**src/common/apdu_pkg.sv**
```systemverilog
package apdu_pkg;

  localparam int BYTE_W = 8;
  localparam int SW_W = 16;
  localparam int INF_MAX_DEF = 32;
  localparam int FIFO_DEPTH_DEF = 8;
  localparam int FETCH_LEN = 5;

  // instruction codes
  localparam logic [7:0] INS_FETCH = 8'h12;
  localparam logic [7:0] INS_TERM_RESULT = 8'h14;
  localparam logic [7:0] INS_DATA_WRAP = 8'hc2;
  // class byte of generated retrieval commands; value is arbitrary
  localparam logic [7:0] CLA_DEF = 8'h80;
  localparam logic [7:0] P_ZERO = 8'h00;

  // status bytes
  localparam logic [7:0] SW1_NORMAL = 8'h61;
  localparam logic [7:0] SW1_WARN_A = 8'h62;
  localparam logic [7:0] SW1_WARN_B = 8'h63;
  localparam logic [3:0] SW1_APP_NIB = 4'h9;
  localparam logic [7:0] SW1_OK = 8'h90;
  localparam logic [7:0] SW2_OK = 8'h00;
  localparam logic [7:0] SW1_PENDING = 8'h91;
  localparam logic [7:0] SW1_TK_BUSY = 8'h93;
  localparam logic [7:0] SW2_TK_BUSY = 8'h00;

  typedef enum logic [3:0] {
    C_CMD = 4'b0001,
    C_WAIT = 4'b0010,
    C_DATA = 4'b0100,
    C_SW = 4'b1000
  } card_state_t;

  typedef enum logic [3:0] {
    T_IDLE = 4'b0001,
    T_SEND = 4'b0010,
    T_FETCH = 4'b0100,
    T_RECV = 4'b1000
  } term_state_t;

  function automatic logic data_allowed(input logic [7:0] sw1);
    return (sw1 == SW1_NORMAL) || (sw1 == SW1_WARN_A) || (sw1 == SW1_WARN_B) || (sw1[7:4] == SW1_APP_NIB);
  endfunction

endpackage

```
**src/common/apdu_link_if.sv**
```systemverilog
`timescale 1ns/100ps
interface apdu_link_if (
  input wire logic clk,
  input wire logic reset_n
);
  // terminal to card block bytes
  logic cmd_valid;
  logic [7:0] cmd_data;
  logic cmd_last;
  logic cmd_chain;
  logic cmd_ready;
  // card to terminal block bytes
  logic rsp_valid;
  logic [7:0] rsp_data;
  logic rsp_last;
  logic rsp_chain;
  logic rsp_ready;

  modport term (
    input clk, reset_n, cmd_ready, rsp_valid, rsp_data, rsp_last, rsp_chain,
    output cmd_valid, cmd_data, cmd_last, cmd_chain, rsp_ready
  );

  modport card (
    input clk, reset_n, cmd_valid, cmd_data, cmd_last, cmd_chain, rsp_ready,
    output rsp_valid, rsp_data, rsp_last, rsp_chain, cmd_ready
  );
endinterface

```
**src/apdu_term_end.sv**
```systemverilog
`timescale 1ns/100ps
module apdu_byte_fifo #(
  parameter int WIDTH = 9,
  parameter int DEPTH = apdu_pkg::FIFO_DEPTH_DEF
) (
  input wire logic clk,
  input wire logic reset_n,
  input wire logic in_valid,
  input wire logic [WIDTH-1:0] in_data,
  output logic in_ready,
  output logic out_valid,
  output logic [WIDTH-1:0] out_data,
  input wire logic out_ready
);
  localparam int AW = (DEPTH > 1) ? $clog2(DEPTH) : 1;
  logic [WIDTH-1:0] mem [DEPTH];
  logic [AW-1:0] wp_r;
  logic [AW-1:0] rp_r;
  logic [AW:0] cnt_r;
  logic push;
  logic pop;

  assign in_ready = (cnt_r != (AW+1)'(DEPTH));
  assign out_valid = (cnt_r != '0);
  assign out_data = mem[rp_r];
  assign push = in_valid && in_ready;
  assign pop = out_valid && out_ready;

  always_ff @(posedge clk) begin
    if (push) mem[wp_r] <= in_data;
  end

  always_ff @(posedge clk) begin
    if (!reset_n) begin
      wp_r <= '0;
      rp_r <= '0;
      cnt_r <= '0;
    end else begin
      if (push) wp_r <= (wp_r == AW'(DEPTH - 1)) ? '0 : wp_r + 1'b1;
      if (pop) rp_r <= (rp_r == AW'(DEPTH - 1)) ? '0 : rp_r + 1'b1;
      cnt_r <= cnt_r + (AW+1)'(push) - (AW+1)'(pop);
    end
  end
endmodule

module apdu_term_end #(
  parameter int INF_MAX = apdu_pkg::INF_MAX_DEF,
  parameter int FIFO_DEPTH = apdu_pkg::FIFO_DEPTH_DEF,
  parameter logic [7:0] FETCH_CLA = apdu_pkg::CLA_DEF
) (
  apdu_link_if.term link,
  input wire logic app_cmd_valid,
  input wire logic [7:0] app_cmd_data,
  input wire logic app_cmd_last,
  output logic app_cmd_ready,
  output logic app_rsp_valid,
  output logic [7:0] app_rsp_data,
  output logic app_rsp_last,
  output logic app_rsp_fetched,
  output logic [15:0] app_sw,
  output logic app_done,
  output logic ack_ok,
  output logic ack_err,
  output logic busy
);
  wire clk = link.clk;
  wire reset_n = link.reset_n;

  apdu_pkg::term_state_t state_r;
  logic f_valid;
  logic [8:0] f_data;
  logic f_ready;
  logic [2:0] fidx_r;
  logic [1:0] idx_r;
  logic wrap_r;
  logic fetch_r;
  logic fetch_due_r;
  logic [7:0] le_r;
  logic [15:0] sw_r;
  logic [7:0] blk_r;
  logic o_valid_r;
  logic [7:0] o_data_r;
  logic o_last_r;
  logic o_chain_r;
  logic can_load;
  logic ld;
  logic [7:0] ld_data;
  logic ld_end;
  logic rsp_take;
  logic rsp_end;
  logic [15:0] sw_new;
  logic [7:0] fetch_byte;

  // command staging buffer; full fifo stalls the application
  apdu_byte_fifo #(.WIDTH(9), .DEPTH(FIFO_DEPTH)) apdu_byte_fifo_i (
    .clk(clk),
    .reset_n(reset_n),
    .in_valid(app_cmd_valid),
    .in_data({app_cmd_last, app_cmd_data}),
    .in_ready(app_cmd_ready),
    .out_valid(f_valid),
    .out_data(f_data),
    .out_ready(f_ready)
  );

  assign can_load = !o_valid_r || link.cmd_ready;
  assign f_ready = (state_r == apdu_pkg::T_SEND) && can_load;

  always_comb begin
    unique case (fidx_r)
      3'd0: fetch_byte = FETCH_CLA;
      3'd1: fetch_byte = apdu_pkg::INS_FETCH;
      3'd2: fetch_byte = apdu_pkg::P_ZERO;
      3'd3: fetch_byte = apdu_pkg::P_ZERO;
      default: fetch_byte = le_r;
    endcase
  end

  always_comb begin
    ld = 1'b0;
    ld_data = f_data[7:0];
    ld_end = f_data[8];
    if (state_r == apdu_pkg::T_SEND) begin
      ld = f_valid && can_load;
    end else if (state_r == apdu_pkg::T_FETCH) begin
      ld = can_load;
      ld_data = fetch_byte;
      ld_end = (fidx_r == 3'(apdu_pkg::FETCH_LEN - 1));
    end
  end

  assign link.rsp_ready = (state_r == apdu_pkg::T_RECV);
  assign rsp_take = link.rsp_valid && link.rsp_ready;
  assign rsp_end = link.rsp_last && !link.rsp_chain;
  assign sw_new = {sw_r[7:0], link.rsp_data};
  assign busy = (state_r != apdu_pkg::T_IDLE);

  // retrieval outranks queued commands so the pending one is fetched first
  always_ff @(posedge clk) begin
    if (!reset_n) begin
      state_r <= apdu_pkg::T_IDLE;
    end else begin
      unique case (state_r)
        apdu_pkg::T_IDLE: begin
          if (fetch_due_r) state_r <= apdu_pkg::T_FETCH;
          else if (f_valid) state_r <= apdu_pkg::T_SEND;
        end
        apdu_pkg::T_SEND: if (ld && ld_end) state_r <= apdu_pkg::T_RECV;
        apdu_pkg::T_FETCH: if (ld && ld_end) state_r <= apdu_pkg::T_RECV;
        apdu_pkg::T_RECV: if (rsp_take && rsp_end) state_r <= apdu_pkg::T_IDLE;
        default: state_r <= apdu_pkg::T_IDLE;
      endcase
    end
  end

  // note the instruction byte to spot data-wrap exchanges
  always_ff @(posedge clk) begin
    if (!reset_n) begin
      idx_r <= 2'd0;
      wrap_r <= 1'b0;
      fetch_r <= 1'b0;
      fidx_r <= 3'd0;
    end else if (ld) begin
      if (idx_r == 2'd1) begin
        wrap_r <= (ld_data == apdu_pkg::INS_DATA_WRAP);
        fetch_r <= (state_r == apdu_pkg::T_FETCH);
      end
      idx_r <= ld_end ? 2'd0 : (idx_r == 2'd3 ? idx_r : idx_r + 2'd1);
      fidx_r <= (state_r == apdu_pkg::T_FETCH && !ld_end) ? fidx_r + 3'd1 : 3'd0;
    end
  end

  always_ff @(posedge clk) begin
    if (!reset_n) begin
      o_valid_r <= 1'b0;
      o_data_r <= 8'h00;
      o_last_r <= 1'b0;
      o_chain_r <= 1'b0;
      blk_r <= 8'h00;
    end else if (can_load) begin
      o_valid_r <= ld;
      if (ld) begin
        o_data_r <= ld_data;
        o_last_r <= ld_end || (blk_r == 8'(INF_MAX - 1));
        o_chain_r <= !ld_end;
        blk_r <= (ld_end || blk_r == 8'(INF_MAX - 1)) ? 8'h00 : blk_r + 8'h01;
      end
    end
  end

  assign link.cmd_valid = o_valid_r;
  assign link.cmd_data = o_data_r;
  assign link.cmd_last = o_last_r;
  assign link.cmd_chain = o_chain_r;

  // response bytes go up unchanged, status is the final two
  always_ff @(posedge clk) begin
    if (!reset_n) begin
      app_rsp_valid <= 1'b0;
      app_rsp_data <= 8'h00;
      app_rsp_last <= 1'b0;
      sw_r <= 16'h0000;
    end else begin
      app_rsp_valid <= rsp_take;
      if (rsp_take) begin
        app_rsp_data <= link.rsp_data;
        app_rsp_last <= rsp_end;
        sw_r <= rsp_end ? 16'h0000 : sw_new;
      end
    end
  end

  always_ff @(posedge clk) begin
    if (!reset_n) begin
      app_sw <= 16'h0000;
      app_done <= 1'b0;
      app_rsp_fetched <= 1'b0;
      ack_ok <= 1'b0;
      ack_err <= 1'b0;
      fetch_due_r <= 1'b0;
      le_r <= 8'h00;
    end else begin
      app_done <= rsp_take && rsp_end;
      ack_ok <= 1'b0;
      ack_err <= 1'b0;
      if (state_r == apdu_pkg::T_FETCH) fetch_due_r <= 1'b0;
      if (rsp_take && rsp_end) begin
        app_sw <= sw_new;
        app_rsp_fetched <= fetch_r;
        if (sw_new[15:8] == apdu_pkg::SW1_PENDING) begin
          fetch_due_r <= 1'b1;
          le_r <= sw_new[7:0];
        end
        if (wrap_r) begin
          ack_ok <= (sw_new == {apdu_pkg::SW1_OK, apdu_pkg::SW2_OK});
          ack_err <= (sw_new[15:8] == apdu_pkg::SW1_WARN_A) || (sw_new[15:8] == apdu_pkg::SW1_WARN_B);
        end
      end
    end
  end

endmodule

```
**src/flat_wrapper.sv**
```systemverilog
// flat-port wrapper written by rule: the top's interface ports become plain ports
module apdu_term_end_flat 
#(
  parameter int INF_MAX = apdu_pkg::INF_MAX_DEF,
  parameter int FIFO_DEPTH = apdu_pkg::FIFO_DEPTH_DEF,
  parameter logic [7:0] FETCH_CLA = apdu_pkg::CLA_DEF
)
  (app_cmd_valid, app_cmd_data, app_cmd_last, app_cmd_ready, app_rsp_valid, app_rsp_data, app_rsp_last, app_rsp_fetched, app_sw, app_done, ack_ok, ack_err, busy, clk, reset_n, link_cmd_ready, link_rsp_valid, link_rsp_data, link_rsp_last, link_rsp_chain, link_cmd_valid, link_cmd_data, link_cmd_last, link_cmd_chain, link_rsp_ready);
  apdu_link_if link_i (.clk(clk), .reset_n(reset_n));
  input wire logic app_cmd_valid;
  input wire logic [7:0] app_cmd_data;
  input wire logic app_cmd_last;
  output logic app_cmd_ready;
  output logic app_rsp_valid;
  output logic [7:0] app_rsp_data;
  output logic app_rsp_last;
  output logic app_rsp_fetched;
  output logic [15:0] app_sw;
  output logic app_done;
  output logic ack_ok;
  output logic ack_err;
  output logic busy;
  input wire logic clk;
  input wire logic reset_n;
  input wire logic [$bits(link_i.cmd_ready)-1:0] link_cmd_ready;
  input wire logic [$bits(link_i.rsp_valid)-1:0] link_rsp_valid;
  input wire logic [$bits(link_i.rsp_data)-1:0] link_rsp_data;
  input wire logic [$bits(link_i.rsp_last)-1:0] link_rsp_last;
  input wire logic [$bits(link_i.rsp_chain)-1:0] link_rsp_chain;
  output wire logic [$bits(link_i.cmd_valid)-1:0] link_cmd_valid;
  output wire logic [$bits(link_i.cmd_data)-1:0] link_cmd_data;
  output wire logic [$bits(link_i.cmd_last)-1:0] link_cmd_last;
  output wire logic [$bits(link_i.cmd_chain)-1:0] link_cmd_chain;
  output wire logic [$bits(link_i.rsp_ready)-1:0] link_rsp_ready;
  assign link_i.cmd_ready = link_cmd_ready;
  assign link_i.rsp_valid = link_rsp_valid;
  assign link_i.rsp_data = link_rsp_data;
  assign link_i.rsp_last = link_rsp_last;
  assign link_i.rsp_chain = link_rsp_chain;
  assign link_cmd_valid = link_i.cmd_valid;
  assign link_cmd_data = link_i.cmd_data;
  assign link_cmd_last = link_i.cmd_last;
  assign link_cmd_chain = link_i.cmd_chain;
  assign link_rsp_ready = link_i.rsp_ready;
  apdu_term_end #(.INF_MAX(INF_MAX), .FIFO_DEPTH(FIFO_DEPTH), .FETCH_CLA(FETCH_CLA)) u_core (.link(link_i), .app_cmd_valid(app_cmd_valid), .app_cmd_data(app_cmd_data), .app_cmd_last(app_cmd_last), .app_cmd_ready(app_cmd_ready), .app_rsp_valid(app_rsp_valid), .app_rsp_data(app_rsp_data), .app_rsp_last(app_rsp_last), .app_rsp_fetched(app_rsp_fetched), .app_sw(app_sw), .app_done(app_done), .ack_ok(ack_ok), .ack_err(ack_err), .busy(busy));
endmodule
```
**config.mk**
```make
export PLATFORM = sky130hd
export DESIGN_NAME = apdu_term_end_flat
export DESIGN_NICKNAME = d
export VERILOG_FILES = /design/src/common/apdu_pkg.sv /design/src/common/apdu_link_if.sv /design/src/apdu_term_end.sv /design/src/flat_wrapper.sv
export SDC_FILE = /design/constraint.sdc
export NUM_CORES = 1
export LEC_CHECK = 0
export ABC_AREA = 1
export BUFFER_PORTS_ARGS = -buffer_cell sky130_fd_sc_hd__buf_2
export CAP_MARGIN = 30
export CORE_MARGIN = 4
export CORE_UTILIZATION = 50
export CTS_CLUSTER_DIAMETER = 80
export DETAILED_ROUTE_END_ITERATION = 10
export PLACE_DENSITY = 0.67
export RECOVER_POWER = 50
export SYNTH_ARGS = -nofsm -noshare
export SYNTH_HDL_FRONTEND = slang
export SYNTH_SLANG_ARGS = --single-unit
```
**constraint.sdc**
```tcl
create_clock -name clk -period 3.52 [get_ports clk]
set_input_delay 0.704 -clock clk [delete_from_list [all_inputs] [get_ports clk]]
set_output_delay 0.704 -clock clk [all_outputs]
set_load 0.01 [all_outputs]
```
### Yosys cells after proc, flatten, opt, wreduce, memory -nomap -nowiden

Memory sizes are Yosys's and may differ from the RTL's. A register that Yosys moved wholly into a read port is not among the register bits.
Index checks and enable logic that the tools add are counted.

* register bits: 87
* bits in writable memories: 72
* bits of input ports: 24
* output and inout port bits: 44
* word-level logic and storage cells: 107
* memories kept: 1

* add/sub/neg operators: 7
* eq/ne operators: 24
* multiplexer cells: 26
* reduce and logical (&&, ||, !) cells: 25

Memories
* u_core.apdu_byte_fifo_i.mem: words 8, width 9, read ports 1, clocked after Yosys merged registers in 1, write ports 1, line apdu_term_end.sv:16 `logic [WIDTH-1:0] mem [DEPTH];`

Operators by type and width (number)
* $mux 8: 4
* $pmux 8 s3: 1
* $eq 16x16->1 const B: 1
* $eq 8x7->1 const B: 2
* $eq 8x8->1 const B: 2
* $mux 4: 4
* $mux 3: 5
* $pmux 4 s3: 1
* $add 3x1->3 const B: 3
* $eq 3x3->1 const B: 3
* $logic_and 1x1->1: 9
* $mux 1: 9
* $add 8x1->8 const B: 1
* $eq 8x5->1 const B: 1
* $reduce_and 2->1: 4
* $eq 3x2->1 const B: 2
* $reduce_and 3->1: 2
* $add 4x1->4: 1
* $eq 4x1->1 const B: 1
* $eq 4x2->1 const B: 1
* $eq 4x3->1 const B: 1
* $eq 4x4->1 const B: 1
* $mux 2: 2
* $ne 2x1->1 const B: 2
* 14 further kinds: 19

### Logic depth before layout (Yosys ltp)

* depth in word-level cells: 7
* gate-level depth with buffers: 13
* mapped depth without buffers: 13

### Modules after synthesis

Synthesis repeated with hierarchy kept, for this count alone.

* cell total of the unflattened synthesis: 851
* area, all modules: 7223.2 um2

Modules (own cells, without submodules)
* apdu_byte_fifo: times used 1, cells an instance 404, area each 3888.7 um2, sequential area each 2422.3 um2
* apdu_term_end: times used 1, cells an instance 447, area each 3334.4 um2, sequential area each 1541.5 um2

### Worst setup path after synthesis

Ideal clock, no wire load.

* kind: input port to flip-flop
* start point: input link_cmd_ready
* end point: register u_core.apdu_byte_fifo_i.cnt_r[2]
* library setup time: 128 ps
* data arrival time: 2106 ps
* required time: 3392 ps
* path slack: 1287 ps
* cell stages on the path: 11
* path through: nor2_1 inv_1 nand3_1 inv_1 ha_1 inv_1 ha_1 inv_1 fa_1 xor2_1 nor2_1

* word-level cells in the longest chain between the ends: 4

RTL lines
* from (decl): line flat_wrapper.sv:25 `input wire logic [$bits(link_i.cmd_ready)-1:0] link_cmd_ready;`
* $logic_or 1x1->1: line apdu_term_end.sv:106 `assign can_load = !o_valid_r || link.cmd_ready;`
* $logic_and 1x1->1: line apdu_term_end.sv:107 `assign f_ready = (state_r == apdu_pkg::T_SEND) && can_load;`
* $logic_and 1x1->1: line apdu_term_end.sv:27 `assign pop = out_valid && out_ready;`
* net u_core.apdu_byte_fifo_i.pop: line apdu_term_end.sv:21 `logic pop;`
* $sub 4x1->4: line apdu_term_end.sv:41 `cnt_r <= cnt_r + (AW+1)'(push) - (AW+1)'(pop);`
* to (signal assigned): line apdu_term_end.sv:41
* to (decl): line apdu_term_end.sv:19 `logic [AW:0] cnt_r;`

The timed path passes the listed nets, and every way through them passes these cells.
A chain may end at the register's enable or synchronous reset.

### Worst setup path after layout

* start point: register u_core.state_r[3]
* end point: register u_core.app_rsp_data[4]

* word-level cells in the longest chain between the ends: 2

RTL lines
* from (decl): line apdu_term_end.sv:69 `apdu_pkg::term_state_t state_r;`
* from (signal assigned): line apdu_term_end.sv:141 `state_r <= apdu_pkg::T_IDLE;`
* from (signal assigned): line apdu_term_end.sv:145 `if (fetch_due_r) state_r <= apdu_pkg::T_FETCH;`
* from (signal assigned): line apdu_term_end.sv:146 `else if (f_valid) state_r <= apdu_pkg::T_SEND;`
* $eq 4x4->1: line apdu_term_end.sv:132 `assign link.rsp_ready = (state_r == apdu_pkg::T_RECV);`
* $logic_and 1x1->1: line apdu_term_end.sv:133 `assign rsp_take = link.rsp_valid && link.rsp_ready;`
* to (signal assigned): line apdu_term_end.sv:206 `app_rsp_data <= link.rsp_data;`
* to (decl): line apdu_term_end.sv:57 `output logic [7:0] app_rsp_data,`

No other way between the ends.

==> flow_metrics.env <==
export IMPL_ant_nets=0
export IMPL_path_cells="inv_1 -> nor2_1 -> nand2_2 -> nor2_1 -> clkinv_1 -> nand2_1 -> a21oi_1"
export IMPL_yosysSeqAreaShare=0.5895
export IMPL_drcViolationCount=0
export IMPL_hold_path_class="flop to flop"
export IMPL_routed_via_density=5.203
export IMPL_syn_nets=776
export IMPL_coreArea_um2=13190
export IMPL_antenna_found_initial=0
export IMPL_worst_path_buf_inv=2
export IMPL_cts_root_buffer="clkbuf_16"
export IMPL_path_class="flop to flop"
export IMPL_cts_buffers=17
export IMPL_endpoint_kind="flop"
export IMPL_power_density_nw_per_um2=636.6
export IMPL_rows=42
export IMPL_routedWlPerCell_um=15.05
export IMPL_netlist_area_um2=6724
export IMPL_vias=5161
export IMPL_die_w_um=124.0
export IMPL_insertion_delay_ns=0.43
export IMPL_yosysWarnings=0
export IMPL_tns_ns=0
export IMPL_post_cts_buffers=0
export IMPL_areaGrowthSynthToFinish_pct=15.28
export IMPL_relSlewSlack=0.2013
export IMPL_drt_iter0_markers=395
export IMPL_yosysTopAreaCellShare=0.3215
export IMPL_hold_viol=0
export IMPL_die_area_um2=15370
export IMPL_leakage_nw=3.076
export IMPL_period_needed_ns=2.765
export IMPL_hpwl_mm=10.11
export IMPL_arrival_ns=3.03
export IMPL_drv_slew=0
export IMPL_dr_pass1_iters=5
export IMPL_cts_sinks=162
export IMPL_postCtsResizedCells=0
export IMPL_finalWorstSetupSlack_ns=0.7549
export IMPL_final_setup_viol_count=0
export IMPL_synth_top_area_cell="edfxtp_1"
export IMPL_path_delay_family="simple AND/OR/NAND/NOR gates"
export IMPL_whs_ns=0.4611
export IMPL_ir_worst_vdd_uv=415.4
export IMPL_clk_path_buf_depth=2
export IMPL_cts_hold_buf=0
export IMPL_synthTopCellsByArea="edfxtp_1 32%, dfxtp_1 27%, nand2_1 9.4%, nand3_1 6.3%, nor2_1 4.1%"
export IMPL_cts_tree="built"
export IMPL_grt_pass1_wl_mm=23.68
export IMPL_gp_congestion=0.8183
export IMPL_overflow=0
export IMPL_post_route_util=0.5876
export IMPL_status="completed"
export IMPL_die_h_um=124.0
export IMPL_grt_use_total=0.2021
export IMPL_worstPathMaxFanout=18
export IMPL_h_tree_depth=4
export IMPL_rsz0062_at_grt="no"
export IMPL_fin_area_um2=7751
export IMPL_worst_path_most_repeated_cell="nor2_1"
export IMPL_required_ns=3.78
export IMPL_fin_nets=846
export IMPL_clk_pin_slew_ns=0.06
export IMPL_synthCells=733
export IMPL_syn_area_per_cell_um2=9.173
export IMPL_max_cap_violations=0
export IMPL_synth_distinct_cells=43
export IMPL_cp_start_kind="flop"
export IMPL_ios=68
export IMPL_grt_max_degree=42
export IMPL_synth_seq_cells=162
export IMPL_initial_core_util=0.5098
export IMPL_crit_slowest_cell="nor2_1"
export IMPL_worst_slew_pin_transition_ns=1.194
export IMPL_diodes=0
export IMPL_max_freq_mhz=361.6
export IMPL_drive_gt1_frac=0.09436
export IMPL_port_buffers=67
export IMPL_drt_wl_total_mm=14.93
export IMPL_cp_slowest_stage_delay_ns=0.89
export IMPL_clock_skew_ns=0.01309
export IMPL_place_ws_ns=1.026
export IMPL_placed_cell_area_um2=7214
export IMPL_grt_pass1_vias=4919
export IMPL_period_share=0.7855
-- layout make-up --
class	instances	area, um2
timing repair buffer	79	355.3
fill	1189	5439
clock buffer	25	548.0
tap	176	220.2
multi-input combinational	480	2357
sequential	162	3964
inverter	63	240.2
clock inverter	7	66.31
-- sequential cells by signal, summed over array words and instances (netlist names), 4 cells and up, named ones only --
| name | cells |
|---|---|
| u_core.app_rsp_data | 8 |
| u_core.link.cmd_data | 8 |
| u_core.apdu_byte_fifo_i.cnt_r | 4 |
| u_core.state_r | 4 |
| u_core.sw_r | 8 |
| u_core.blk_r | 8 |
| u_core.apdu_byte_fifo_i.mem | 72 |
| u_core.app_sw | 16 |
| u_core.le_r | 8 |
-- routing by layer --
| layer | vias up | wire length, um | global-route usage |
|---|---|---|---|
| met5 | - | 0 | 0 |
| met4 | 0 | 246 | 0.07734 |
| met3 | 19 | 783 | 0.05132 |
| met2 | 124 | 6983 | 0.3173 |
| met1 | 2427 | 6911 | 0.2707 |
| li1 | 2591 | - | - |
-- worst paths after layout --
kind | startpoint | end | slack, ns | cells past startpoint
worst min-delay path | u_core.app_rsp_data[5] | u_core.app_rsp_data[5] | 0.46 | 2
worst max-delay path | u_core.state_r[3] | u_core.app_rsp_data[4] | 0.75 | 7
worst max register to register | u_core.state_r[3] | u_core.app_rsp_data[4] | 0.75 | 7
worst min register to register | u_core.app_rsp_data[5] | u_core.app_rsp_data[5] | 0.46 | 2
-- cell usage after synthesis, drive strengths merged --
master    n
a221oi    2
or2       1
nand3    85
clkinv    4
ha       18
buf      19
fa        1
xor2      5
o21bai    1
o211a     1
and3      1
edfxtp   72
o22ai     1
nand4     2
o21ai    38
a211oi    3
or3       1
inv      59
nand2   174
a21oi    46
nor3b     1
nor2     79
dfxtp    90
nor4      3
clkbuf    9
o211ai    3
a31oi     2
nor3     12
-- per-stage QoR --
| step | instances | power [W] |
|---|---|---|
| floorplan | 733 | 0.002855 |
| global placement | 958 | 0.003077 |
| detailed placement | 960 | 0.003126 |
| CTS | 992 | 0.004977 |
| global route | 992 | 0.005192 |
| finish | 992 | 0.004934 |
-- cells in the final DEF, fill, tap and decap left out, drive strengths merged, types with 2 or more instances in the layout --
master | synthesis | final
nand2 | 174 | 174
dfxtp | 90 | 90
nand3 | 85 | 85
nor2 | 79 | 79
clkbuf | 9 | 77
edfxtp | 72 | 72
inv | 59 | 59
a21oi | 46 | 46
o21ai | 38 | 38
buf | 19 | 27
ha | 18 | 18
nor3 | 12 | 12
clkinv | 4 | 9
xor2 | 5 | 5
o211ai | 3 | 3
a211oi | 3 | 3
nor4 | 3 | 3
nand4 | 2 | 2
a31oi | 2 | 2
a221oi | 2 | 2
-- cells by family (layout without fill, tap and decap cells) --
group / Yosys count / in the layout / share of synthesized area
fa+ha+maj: 19 / 19 / 0.03647
flops: 162 / 162 / 0.5895
compound gates: 97 / 97 / 0.07834
simple gates: 359 / 359 / 0.2304
xor+xnor: 5 / 5 / 0.006513
buf+inv: 91 / 174 / 0.05880
-- where the power goes --
part	leakage, nW	total, W	internal [W]	switching, W
clock network	0.305	0.00186	0.00115	0.000708
logic	1.39	0.000866	0.000281	0.000585
registers	1.38	0.00221	0.00212	0.0000898
total	3.08	0.00493	0.00355	0.00138
-- worst min-delay path, delay by kind of cell (launching register included) --
kind,cells,cell delay (ns)
simple gates,1,0.06
flops,1,0.31
compound gates,1,0.05
Note: power is estimated with default switching activity, not from simulation.
